[src/core/timer_unit_pkg.sv]
// Constants shared by the dual prescaled timer unit
// Notes on behaviour
// - Load bit copies initial values into down-counters
// - Load bit self-clears on next internal clock
// - Load while running restarts from initial value
// - Timer counts only while its enable bit set
// - First decrement four internal clocks after enable
// - Load and enable together load then count
// - Prescaler reloads modulo after one, never zero
// - Prescaler carry decrements the counter by one
// - Both at end-of-count raise timer request
// - Single-pass stops at zero; continuous reloads
// - Prescaler bit 0 selects single or continuous
// - Clearing enable freezes; setting resumes count
// - Counter read returns live count, no disturbance
// - New initial values apply at next load
// - Counter write sets initial; 00h means 256
// - Interval: eight crystal periods times p times v
// - Mode bits 7:6 select output source
// - Output flip-flop forced high on driving load
// - Each selected end-of-count toggles output
// - Clock selection drives line with crystal over two
// - Port writes ignored under timer output; reads level
// - Timer clock is internal clock divided by four
// - Mode bits 5:4 select timer-input function
// - Input falling edge raises input edge request
package timer_unit_pkg;

  // ****************************************
  // Register file offsets
  // ****************************************
  localparam logic [7:0] PORT_THREE_DATA_ADDR = 8'h03;
  localparam logic [7:0] TIMER_MODE_ADDR      = 8'hf1;
  localparam logic [7:0] COUNTER_B_ADDR       = 8'hf2;
  localparam logic [7:0] PRESCALER_B_ADDR     = 8'hf3;
  localparam logic [7:0] COUNTER_A_ADDR       = 8'hf4;
  localparam logic [7:0] PRESCALER_A_ADDR     = 8'hf5;
  localparam logic [7:0] PORT_THREE_MODE_ADDR = 8'hf7;

  // ****************************************
  // Field positions
  // ****************************************
  localparam int LOAD_A_BIT      = 0;
  localparam int ENABLE_A_BIT    = 1;
  localparam int LOAD_B_BIT      = 2;
  localparam int ENABLE_B_BIT    = 3;
  localparam int INPUT_MODE_LSB  = 4;
  localparam int OUTPUT_SEL_LSB  = 6;
  localparam int CONT_MODE_BIT   = 0;
  localparam int MODULO_LSB      = 2;
  localparam int OUT_DIR_BIT     = 5;
  localparam int OUT_LINE_BIT    = 6;

  // ****************************************
  // Reset and read values
  // ****************************************
  localparam logic [7:0] TIMER_MODE_RESET = 8'h00;
  localparam logic [7:0] PRESCALER_RESET  = 8'h00;
  localparam logic [7:0] COUNTER_RESET    = 8'h00;
  localparam logic [7:0] PORT_MODE_RESET  = 8'hff;
  localparam logic [7:0] WRITE_ONLY_READ  = 8'hff;
  localparam logic [7:0] UNMAPPED_READ    = 8'h00;

  // ****************************************
  // Timing
  // ****************************************
  localparam int CRYSTAL_PER_INTERNAL = 2;
  localparam int INTERNAL_PER_TIMER   = 4;
  localparam int CRYSTAL_PER_TIMER    = CRYSTAL_PER_INTERNAL * INTERNAL_PER_TIMER;

  typedef enum logic [1:0] {
    OUT_OFF, OUT_TIMER_A, OUT_TIMER_B, OUT_INTERNAL
  } output_sel_type;

endpackage

[src/core/dual_prescaled_timer_unit.sv]
// Dual prescaled timer unit with register file access and timer output line
module dual_prescaled_timer_unit
  import timer_unit_pkg::*;
(
  input  wire logic       sys_clk,
  input  wire logic       srst,
  input  wire logic [7:0] reg_addr,
  input  wire logic       reg_wr,
  input  wire logic [7:0] reg_wdata,
  input  wire logic       reg_rd,
  output logic [7:0]      reg_rdata,
  input  wire logic       port_three_line_one,
  output logic            timer_output_line,
  output logic            timer_output_enable,
  output logic            counter_a_request,
  output logic            counter_b_request,
  output logic            input_edge_request,
  output logic [1:0]      input_mode
);

  // ****************************************
  // Register decode
  // ****************************************
  wire wr_mode  = reg_wr && (reg_addr == TIMER_MODE_ADDR);
  wire wr_cnt_a = reg_wr && (reg_addr == COUNTER_A_ADDR);
  wire wr_cnt_b = reg_wr && (reg_addr == COUNTER_B_ADDR);
  wire wr_pre_a = reg_wr && (reg_addr == PRESCALER_A_ADDR);
  wire wr_pre_b = reg_wr && (reg_addr == PRESCALER_B_ADDR);
  wire wr_pmode = reg_wr && (reg_addr == PORT_THREE_MODE_ADDR);
  wire wr_pdata = reg_wr && (reg_addr == PORT_THREE_DATA_ADDR);

  logic [7:0] timer_mode_control;
  logic [7:0] port_three_mode_config;
  logic [7:0] prescaler_a;
  logic [7:0] prescaler_b;
  logic [7:0] init_a;
  logic [7:0] init_b;
  logic       port_data_six;
  logic       toggle_ff;
  logic       internal_clock;
  logic       edge_prev;

  // ****************************************
  // Per-timer control strobes
  // ****************************************
  wire [1:0] load_pulse;
  wire [1:0] start_pulse;
  wire [1:0] enable_bits;
  wire [1:0] tick;
  wire [1:0] eoc;
  wire [7:0] count [2];
  wire [5:0] pre_init [2];
  wire [7:0] cnt_init [2];
  wire [1:0] cont_mode;

  assign enable_bits = {timer_mode_control[ENABLE_B_BIT], timer_mode_control[ENABLE_A_BIT]};
  assign load_pulse  = {wr_mode && reg_wdata[LOAD_B_BIT], wr_mode && reg_wdata[LOAD_A_BIT]};
  // Counting starts on the write that turns the enable bit on
  assign start_pulse = {wr_mode && reg_wdata[ENABLE_B_BIT] && !enable_bits[1],
                        wr_mode && reg_wdata[ENABLE_A_BIT] && !enable_bits[0]};
  assign pre_init[0] = prescaler_a[7:MODULO_LSB];
  assign pre_init[1] = prescaler_b[7:MODULO_LSB];
  assign cnt_init[0] = init_a;
  assign cnt_init[1] = init_b;
  assign cont_mode   = {prescaler_b[CONT_MODE_BIT], prescaler_a[CONT_MODE_BIT]};

  // ****************************************
  // Timer channels
  // ****************************************
  // Each timer owns its divider so its first tick is tied to its own enable
  genvar gi;
  generate
    for (gi = 0; gi < 2; gi++) begin : g_timer
      rate_divider #(.DIV(CRYSTAL_PER_TIMER)) u_div (
        .sys_clk (sys_clk),
        .srst    (srst),
        .restart (start_pulse[gi]),
        .run     (enable_bits[gi]),
        .tick    (tick[gi])
      );
      timer_channel u_chan (
        .sys_clk   (sys_clk),
        .srst      (srst),
        .tick      (tick[gi]),
        .load      (load_pulse[gi]),
        .run_en    (enable_bits[gi]),
        .cont_mode (cont_mode[gi]),
        .pre_init  (pre_init[gi]),
        .cnt_init  (cnt_init[gi]),
        .count     (count[gi]),
        .eoc       (eoc[gi])
      );
    end
  endgenerate

  // ****************************************
  // Register storage
  // ****************************************
  always_ff @(posedge sys_clk) begin
    if (srst) begin
      timer_mode_control <= TIMER_MODE_RESET;
    end else if (wr_mode) begin
      timer_mode_control <= reg_wdata;
    end else begin
      // Load bits are strobes; they drop on the next internal clock
      timer_mode_control[LOAD_A_BIT] <= 1'b0;
      timer_mode_control[LOAD_B_BIT] <= 1'b0;
    end
  end

  always_ff @(posedge sys_clk) begin
    if (srst) begin
      prescaler_a            <= PRESCALER_RESET;
      prescaler_b            <= PRESCALER_RESET;
      init_a                 <= COUNTER_RESET;
      init_b                 <= COUNTER_RESET;
      port_three_mode_config <= PORT_MODE_RESET;
    end else begin
      if (wr_pre_a) prescaler_a <= reg_wdata;
      if (wr_pre_b) prescaler_b <= reg_wdata;
      if (wr_cnt_a) init_a <= reg_wdata;
      if (wr_cnt_b) init_b <= reg_wdata;
      if (wr_pmode) port_three_mode_config <= reg_wdata;
    end
  end

  // ****************************************
  // Output source selection
  // ****************************************
  output_sel_type out_sel;
  assign out_sel = output_sel_type'(timer_mode_control[OUTPUT_SEL_LSB +: 2]);

  // A load that sets the selection in the same write follows the new choice
  output_sel_type write_sel;
  assign write_sel = output_sel_type'(reg_wdata[OUTPUT_SEL_LSB +: 2]);

  wire timer_out_active = (out_sel != OUT_OFF);
  wire sel_load = (write_sel == OUT_TIMER_A && load_pulse[0]) ||
                  (write_sel == OUT_TIMER_B && load_pulse[1]);
  wire sel_eoc  = (out_sel == OUT_TIMER_A && eoc[0]) ||
                  (out_sel == OUT_TIMER_B && eoc[1]);

  always_ff @(posedge sys_clk) begin
    if (srst) begin
      toggle_ff      <= 1'b1;
      internal_clock <= 1'b0;
      port_data_six  <= 1'b1;
    end else begin
      internal_clock <= !internal_clock;
      if (sel_load) begin
        toggle_ff <= 1'b1;
      end else if (sel_eoc) begin
        toggle_ff <= !toggle_ff;
      end
      // Port data is locked while the line carries a timer function
      if (wr_pdata && !timer_out_active) begin
        port_data_six <= reg_wdata[OUT_LINE_BIT];
      end
    end
  end

  logic line_level;
  always_comb begin
    unique case (out_sel)
      OUT_OFF:      line_level = port_data_six;
      OUT_TIMER_A,
      OUT_TIMER_B:  line_level = toggle_ff;
      OUT_INTERNAL: line_level = internal_clock;
    endcase
  end

  assign timer_output_line   = line_level;
  // Direction is software's job; bit low means output
  assign timer_output_enable = !port_three_mode_config[OUT_DIR_BIT];

  // ****************************************
  // Requests and input edge
  // ****************************************
  always_ff @(posedge sys_clk) begin
    if (srst) begin
      edge_prev          <= 1'b1;
      input_edge_request <= 1'b0;
    end else begin
      edge_prev          <= port_three_line_one;
      input_edge_request <= edge_prev && !port_three_line_one;
    end
  end

  assign counter_a_request = eoc[0];
  assign counter_b_request = eoc[1];
  // Input functions are decoded elsewhere; only the selection is held here
  assign input_mode = timer_mode_control[INPUT_MODE_LSB +: 2];

  // ****************************************
  // Register read
  // ****************************************
  logic [7:0] next_rdata;
  always_comb begin
    unique case (reg_addr)
      TIMER_MODE_ADDR:      next_rdata = timer_mode_control;
      COUNTER_A_ADDR:       next_rdata = count[0];
      COUNTER_B_ADDR:       next_rdata = count[1];
      PRESCALER_A_ADDR,
      PRESCALER_B_ADDR,
      PORT_THREE_MODE_ADDR: next_rdata = WRITE_ONLY_READ;
      PORT_THREE_DATA_ADDR: next_rdata = {1'b0, line_level, 6'h00};
      default:              next_rdata = UNMAPPED_READ;
    endcase
  end

  always_ff @(posedge sys_clk) begin
    if (srst) begin
      reg_rdata <= UNMAPPED_READ;
    end else if (reg_rd) begin
      reg_rdata <= next_rdata;
    end
  end

  // ****************************************
  // Checks
  // ****************************************
  AST_LOAD_SELF_CLEAR: assert property (@(posedge sys_clk) disable iff (srst)
    wr_mode && reg_wdata[LOAD_A_BIT] ##1 !wr_mode |=> !timer_mode_control[LOAD_A_BIT])
    else $error("Load bit did not clear itself");
  AST_OUT_FORCED_HIGH: assert property (@(posedge sys_clk) disable iff (srst)
    sel_load |=> toggle_ff)
    else $error("Output flip-flop not forced high on load");
  AST_OUT_TOGGLE: assert property (@(posedge sys_clk) disable iff (srst)
    sel_eoc && !sel_load |=> toggle_ff != $past(toggle_ff))
    else $error("Output did not toggle at end-of-count");
  AST_PORT_LOCK: assert property (@(posedge sys_clk) disable iff (srst)
    wr_pdata && timer_out_active |=> $stable(port_data_six))
    else $error("Port write changed line under timer output");
  AST_INTERNAL_CLOCK: assert property (@(posedge sys_clk) disable iff (srst)
    out_sel == OUT_INTERNAL ##1 out_sel == OUT_INTERNAL |->
      timer_output_line != $past(timer_output_line))
    else $error("Internal clock not driven at half crystal rate");
  AST_EDGE_REQUEST: assert property (@(posedge sys_clk) disable iff (srst)
    $fell(port_three_line_one) |=> input_edge_request ##1 !input_edge_request)
    else $error("Falling input edge did not raise one request");

  // ****************************************
  // Load and output checks
  // ****************************************
  AST_LOAD_B_SELF_CLEAR: assert property (@(posedge sys_clk) disable iff (srst)
    wr_mode && reg_wdata[LOAD_B_BIT] ##1 !wr_mode |=> !timer_mode_control[LOAD_B_BIT])
    else $error("Load bit B did not clear itself");
  AST_LOAD_A_SETS_LINE: assert property (@(posedge sys_clk) disable iff (srst)
    wr_mode && write_sel == OUT_TIMER_A && reg_wdata[LOAD_A_BIT] |=> timer_output_line)
    else $error("Line not high after load of timer A");
  AST_LOAD_B_SETS_LINE: assert property (@(posedge sys_clk) disable iff (srst)
    wr_mode && write_sel == OUT_TIMER_B && reg_wdata[LOAD_B_BIT] |=> timer_output_line)
    else $error("Line not high after load of timer B");
  // Judged from the request pins, so a broken select path is caught too
  AST_LINE_TOGGLES_A: assert property (@(posedge sys_clk) disable iff (srst)
    counter_a_request && out_sel == OUT_TIMER_A && !wr_mode |=>
      timer_output_line != $past(timer_output_line))
    else $error("Line did not follow timer A end-of-count");
  AST_LINE_TOGGLES_B: assert property (@(posedge sys_clk) disable iff (srst)
    counter_b_request && out_sel == OUT_TIMER_B && !wr_mode |=>
      timer_output_line != $past(timer_output_line))
    else $error("Line did not follow timer B end-of-count");

  // ****************************************
  // Request checks
  // ****************************************
  AST_REQ_A_PULSE: assert property (@(posedge sys_clk) disable iff (srst)
    counter_a_request |=> !counter_a_request)
    else $error("Timer A request longer than one cycle");
  AST_REQ_B_PULSE: assert property (@(posedge sys_clk) disable iff (srst)
    counter_b_request |=> !counter_b_request)
    else $error("Timer B request longer than one cycle");
  // Requests can only follow a cycle in which counting was enabled
  AST_IDLE_A_QUIET: assert property (@(posedge sys_clk) disable iff (srst)
    !enable_bits[0] |=> !counter_a_request)
    else $error("Timer A requested while idle");
  AST_IDLE_B_QUIET: assert property (@(posedge sys_clk) disable iff (srst)
    !enable_bits[1] |=> !counter_b_request)
    else $error("Timer B requested while idle");

  // ****************************************
  // Read-back checks
  // ****************************************
  AST_READ_COUNT_A: assert property (@(posedge sys_clk) disable iff (srst)
    reg_rd && reg_addr == COUNTER_A_ADDR |=> reg_rdata == $past(count[0]))
    else $error("Counter A read not the live count");
  AST_READ_COUNT_B: assert property (@(posedge sys_clk) disable iff (srst)
    reg_rd && reg_addr == COUNTER_B_ADDR |=> reg_rdata == $past(count[1]))
    else $error("Counter B read not the live count");
  AST_READ_LINE: assert property (@(posedge sys_clk) disable iff (srst)
    reg_rd && reg_addr == PORT_THREE_DATA_ADDR |=> reg_rdata[OUT_LINE_BIT] == $past(timer_output_line))
    else $error("Port read not the line level");

  // ****************************************
  // Port and mode checks
  // ****************************************
  AST_PORT_DRIVES_LINE: assert property (@(posedge sys_clk) disable iff (srst)
    wr_pdata && !timer_out_active ##1 out_sel == OUT_OFF |->
      timer_output_line == $past(reg_wdata[OUT_LINE_BIT]))
    else $error("Port data did not reach the line");
  AST_DIRECTION: assert property (@(posedge sys_clk) disable iff (srst)
    wr_pmode |=> timer_output_enable == !$past(reg_wdata[OUT_DIR_BIT]))
    else $error("Line direction does not follow mode bit");
  AST_INPUT_MODE_HELD: assert property (@(posedge sys_clk) disable iff (srst)
    wr_mode |=> input_mode == $past(reg_wdata[INPUT_MODE_LSB +: 2]))
    else $error("Input function code not held");

endmodule

[src/core/rate_divider.sv]
// Restartable enable divider producing the timer clock
module rate_divider
  import timer_unit_pkg::*;
#(
  parameter int DIV = CRYSTAL_PER_TIMER
) (
  input  wire logic sys_clk,
  input  wire logic srst,
  input  wire logic restart,
  input  wire logic run,
  output logic      tick
);

  localparam int W = $clog2(DIV);

  if (DIV < 2) begin : g_bad_div
    $error("rate_divider: DIV below 2");
  end

  logic [W-1:0] phase;

  // Restart aligns phase so the first tick lands a fixed time after enable
  always_ff @(posedge sys_clk) begin
    if (srst || restart) begin
      phase <= '0;
    end else if (run) begin
      phase <= (phase == W'(DIV - 1)) ? '0 : phase + 1'b1;
    end
  end

  assign tick = run && (phase == W'(DIV - 1));

  AST_FIRST_TICK: assert property (@(posedge sys_clk) disable iff (srst)
    restart ##1 (run && !restart) [*8] |-> tick)
    else $error("First timer tick not eight cycles after enable");

endmodule

[src/core/timer_channel.sv]
// One timer: 6-bit prescaler feeding an 8-bit down-counter
module timer_channel
  import timer_unit_pkg::*;
(
  input  wire logic       sys_clk,
  input  wire logic       srst,
  input  wire logic       tick,
  input  wire logic       load,
  input  wire logic       run_en,
  input  wire logic       cont_mode,
  input  wire logic [5:0] pre_init,
  input  wire logic [7:0] cnt_init,
  output logic [7:0]      count,
  output logic            eoc
);

  logic [5:0] pre;
  logic       running;
  wire        step      = tick && run_en && running && !load;
  wire        pre_end   = (pre == 6'h01);
  wire        cnt_end   = (count == 8'h01);
  wire        final_eoc = step && pre_end && cnt_end;

  always_ff @(posedge sys_clk) begin
    if (srst) begin
      pre     <= 6'h00;
      count   <= COUNTER_RESET;
      running <= 1'b0;
      eoc     <= 1'b0;
    end else begin
      eoc <= final_eoc;
      if (load) begin
        pre     <= pre_init;
        count   <= cnt_init;
        running <= 1'b1;
      end else if (step) begin
        // Zero modulo wraps through 63 so it divides by 64
        pre <= pre_end ? pre_init : pre - 1'b1;
        if (pre_end) begin
          if (cnt_end) begin
            count   <= cont_mode ? cnt_init : 8'h00;
            running <= cont_mode;
          end else begin
            count <= count - 1'b1;
          end
        end
      end
    end
  end

  AST_LOAD_COPIES: assert property (@(posedge sys_clk) disable iff (srst)
    load |=> count == $past(cnt_init) && pre == $past(pre_init))
    else $error("Load did not copy initial values");
  AST_FREEZE: assert property (@(posedge sys_clk) disable iff (srst)
    !run_en && !load |=> $stable(count) && $stable(pre))
    else $error("Counter moved while disabled");
  AST_SINGLE_STOP: assert property (@(posedge sys_clk) disable iff (srst)
    final_eoc && !cont_mode |=> count == 8'h00 ##1 ($past(load) || $stable(count)))
    else $error("Single-pass end-of-count did not rest at zero");
  AST_PRE_NEVER_ZERO: assert property (@(posedge sys_clk) disable iff (srst)
    step && pre_end |=> pre == $past(pre_init))
    else $error("Prescaler did not reload its modulo");

endmodule

[config.mk]
export PLATFORM = sky130hd
export DESIGN_NAME = dual_prescaled_timer_unit
export DESIGN_NICKNAME = d
export VERILOG_FILES = /design/src/core/timer_unit_pkg.sv /design/src/core/dual_prescaled_timer_unit.sv /design/src/core/rate_divider.sv /design/src/core/timer_channel.sv
export SDC_FILE = /design/constraint.sdc
export NUM_CORES = 1
export LEC_CHECK = 0
export BUFFER_PORTS_ARGS = -buffer_cell sky130_fd_sc_hd__buf_2
export CAP_MARGIN = 5
export CORE_AREA = 2 2 105 107
export CTS_CLUSTER_DIAMETER = 40
export CTS_CLUSTER_SIZE = 28
export DETAILED_ROUTE_END_ITERATION = 10
export DIE_AREA = 0 0 107 109
export PLACE_DENSITY = 0.72
export SLEW_MARGIN = 10
export SYNTH_ARGS = -nofsm -noshare
export SYNTH_HDL_FRONTEND = slang
export SYNTH_SLANG_ARGS = --single-unit
[constraint.sdc]
create_clock -name sys_clk -period 5.8 [get_ports sys_clk]
set_input_delay 1.45 -clock sys_clk [delete_from_list [all_inputs] [get_ports sys_clk]]
set_output_delay 1.45 -clock sys_clk [all_outputs]
set_load 0.02 [all_outputs]
==> out/metrics.sh <==
RUN_STATUS='complete, no violations'
YS_ASYNC_SR_FRACTION_PCT=0
DRIVE_GT1_SHARE_PCT=12.4
MAXSLEWVIOLCOUNT=0
CRITICAL_PATH.MAX_STAGE_DELAY_NS=0.43
FLOORPLAN.INITIALDENSITY_PCT=42.8
CTS.HOLD.BUFFERS_ADDED=0
CTS_RESIZED=0
HTREE_LEVELS=3
NETLIST-CELL-TYPE-COUNT=56
POWER_FRAC_COMB_PCT=3.8
MIN-DELAY-PATH-CLASS='reg -> reg'
PIN_COUNT=36
SYN_AVG_CELL_AREA_UM2=8.32
DIE_WIDTH_UM=107
VIAS=4088
YOSYS_WARNINGS=0
TOTALNEGATIVESETUPSLACK_NS=0
SYNTH-SEQ-CELLS=90
SYNTH_SEQ_AREA_SHARE_PCT=39.7
SETUP.WORST_PATH.START_CLASS='flip-flop'
INITIALDRTVIOLATIONCOUNT=274
NUM_ROWS=38
P_CLK_SHARE_PCT=39.2
DPL.HPWL_MM=8.14
ACHIEVABLE-FREQUENCY_MHz=319
GRT_SETUP_UNREPAIRED='false'
YS.FLOP_TYPE='dfxtp_1'
POST_SYNTHESIS_INSTANCE_TOTAL=546
ANTENNA-DIODE-COUNT=0
POSTLAYOUTSETUPSLACKWORST_NS=2.67
SYNTH_TOP_AREA_SHARE_PCT=39.7
WORST-PATH-MAX-FANOUT=5
CLOCK_SINKS=90
DIE-AREA_UM2=11700
SYNTH_TOP_CELL_BY_AREA='dfxtp_1'
FIRST_GLOBAL_VIAS=3737
POST_CTS_BUFFERS=0
FINISH.CELL_COUNT_WITHOUT_FILLERS=705
POWER_DENSITY_nW_PER_UM2=221
NETSWITCHINGPOWER_W=0.000255
LAYOUT-AREA-OVERHEAD-VS-SYNTH_PCT=8.51
GLOBALROUTE.TOTALOVERFLOW=0
WORSTPATHREQUIRED_NS=4.35
LAYOUT_WORST_PATH_CYCLE_SHARE_PCT=54.0
TRITONCTS='done'
MAX_CAP_VIOLATIONS=0
SWITCHING_SHARE_PCT=23.4
GRTUSAGETOTAL_PCT=20.2
CLOCK_TREE.ROOT_CELL='clkbuf_8'
SETUP.WORST_PATH.CLASS='reg -> out'
YOSYSMOSTFREQUENTCELL='dfxtp_1'
CTS_INSERTED_BUFFERS=9
LEAKAGE_nW=1.93
SYNTH_TOP_CELLS_BY_AREA='dfxtp_1, nand2_1, a21oi_1'
ANTENNA_FOUND_INITIAL=0
CP.ARRIVAL_NS=1.68
DP_CELLS=689
SETUP_VIOLATIONS=0
CLK_PIN_SLEW_WORST_PATHS_NS=0.09
CLOCK_LATENCY_ON_THE_WORST_SKEW_PAIR_NS=0.36
PORT_BUFFERS=35
CHIPHEIGHT_UM=109
PATH_CELLS='inv_1 -> ha_1 -> a22oi_1 -> o21ai_0 -> buf_2'
GP_CONGESTION=0.866
FINAL_NETS=598
POWER_FRAC_SEQ_PCT=57.0
ROUTE.ANTENNA.REMAINING_NETS=0
WORST_PIN_SLEW_NS=0.836
CRITICAL_PATH.ENDPOINT_TYPE='output port'
CP_SLOWEST_CELL='dfxtp_1'
POST_SYNTH_MOST_FREQUENT_CELLS='dfxtp_1, nand2_1, nor2_1'
SYNTH_ENABLE_FLOP_CELLS=0
POWER.INTERNAL_W=0.000833
DRT-WIRELENGTH-PER-CELL_UM=16.2
CTS-ROOT-TO-SINK-BUFFERS=2
POST_SYNTH_INSTANCE_AREA_UM2=4540
DRT-VIAS-PER-INSTANCE=5.80
HOLD_VIOL_FINAL=0
WIRE_LENGTH_AFTER_DETAILED_ROUTING_MM=11.4
DRT-PASS1-ITER-COUNT=5
FINCLKSKEW_NS=0.00967
DESIGN.CORE.AREA_UM2=10600
GRT_PASS1_WL_MM=18.5
PERIOD_MINUS_SLACK_NS=3.13
GRT_MAX_DEGREE=76
DETAILEDPLACE.WORSTSLACK_NS=2.37
MAX_SLEW_MARGIN_PCT=44.1
SYNTH_NETS=584
ROUTE.DETAILED.DRC=0
POWER.IR.VDD_WORST_V=0.0000920
-- path summary, 6_finish.rpt --
check                                         from                                      end  slack [ns]  depth (start not counted)
max             timer_mode_control[6]$_SDFFE_PP0N_                        timer_output_line        2.67                          5
min reg2reg                   edge_prev$_SDFF_PP1_            input_edge_request$_SDFF_PP0_        0.41                          2
min                           edge_prev$_SDFF_PP1_            input_edge_request$_SDFF_PP0_        0.41                          2
max reg2reg  g_timer[0].u_chan.pre[0]$_SDFFE_PP0P_  g_timer[0].u_chan.count[6]$_SDFFE_PP0P_        3.61                          6
-- logic make-up (layout without fill, tap and decap cells) --
kind of cell	count (synthesis)	after routing	share of synthesized area, %
buffers and inverters	54	73	5.51
and+or+nand+nor	230	230	25.3
xor gates and xnor gates	5	5	0.964
DFF	90	90	39.7
adders and majority gates	17	17	4.68
AOI/OAI and AO/OA	127	127	18.6
muxes	23	23	5.21
-- power by group through the flow --
stage	Sequential, W	Combinational (W)	Clock [W]
3_3_place_gp	0.000635	0.0000398	0
2_1_floorplan	0.000635	0.0000221	0
5_1_grt	0.000620	0.0000450	0.000460
3_5_place_dp	0.000635	0.0000407	0
6_report	0.000620	0.0000415	0.000426
4_1_cts	0.000620	0.0000408	0.000432
-- per-layer routing --
layer	vias to the layer above	GRT usage [%]	wire length [µm]
met2	140	33.3	5250
li1	1996	-	-
met1	1936	26.7	5240
met4	0	6.86	212
met3	16	3.77	686
met5	-	0	0
-- state kept, by name (all words and copies together) (netlist names) --
signal                  count
g_timer.u_chan.count       16
g_timer.u_chan.pre         12
init_a                      8
init_b                      8
reg_rdata                   8
timer_mode_control          8
prescaler_a                 7
prescaler_b                 7
g_timer.u_div.phase         6
g_timer.u_chan.eoc          2
g_timer.u_chan.running      2
edge_prev                   1
input_edge_request          1
internal_clock              1
port_data_six               1
port_three_mode_config      1
toggle_ff                   1
-- area by class of cell --
class                      instances  area, µm²
sequential                        90       1800
fill                            1007       5670
clock inverter                     3       21.3
clock buffer                      13        179
inverter                          21       78.8
multi-input combinational        402       2490
tap                              140        175
timing repair buffer              36        183
-- per-stage QoR --
stage                     cell area [µm²]  total power (W)  hold slack [ns]  util [%]
after floorplan                      4540         0.000657            0.392         -
after global placement               4730         0.000674            0.399      44.6
after detailed placement             4730         0.000675            0.404      44.6
after CTS                            4930          0.00109            0.419      46.5
after global routing                 4930          0.00113            0.432      46.5
final                                4930          0.00109            0.413      46.5
-- critical path, delay by kind of cell, from the launching register on --
family          cells  cell delay (ns)
fa+ha+maj           1             0.30
buf+inv             2             0.29
compound gates      2             0.31
flops               1             0.43
-- placed cells by master, fill, tap and decap left out, types with 2 or more instances in the layout --
master,n
nand3_1,29
nor2_2,2
o211ai_1,2
a22o_1,7
and4b_1,2
inv_1,21
dfxtp_1,90
a32oi_1,3
a22oi_1,16
mux2_2,5
a21o_1,2
ha_1,17
nor3_1,22
nand4_1,6
a211oi_1,10
and4_4,2
and4_1,2
a21oi_1,43
nand3b_1,10
nor2b_1,5
nor2_4,2
clkbuf_8,13
xor2_1,4
mux2i_1,18
buf_2,35
a31oi_1,3
and3_1,6
o32ai_1,5
a221oi_1,8
or3_1,3
nor2_1,52
nor4b_1,2
nor4_1,4
nand2_1,67
and2_1,7
o21ai_0,19
No activity file was read; power rests on OpenSTA's default activity.
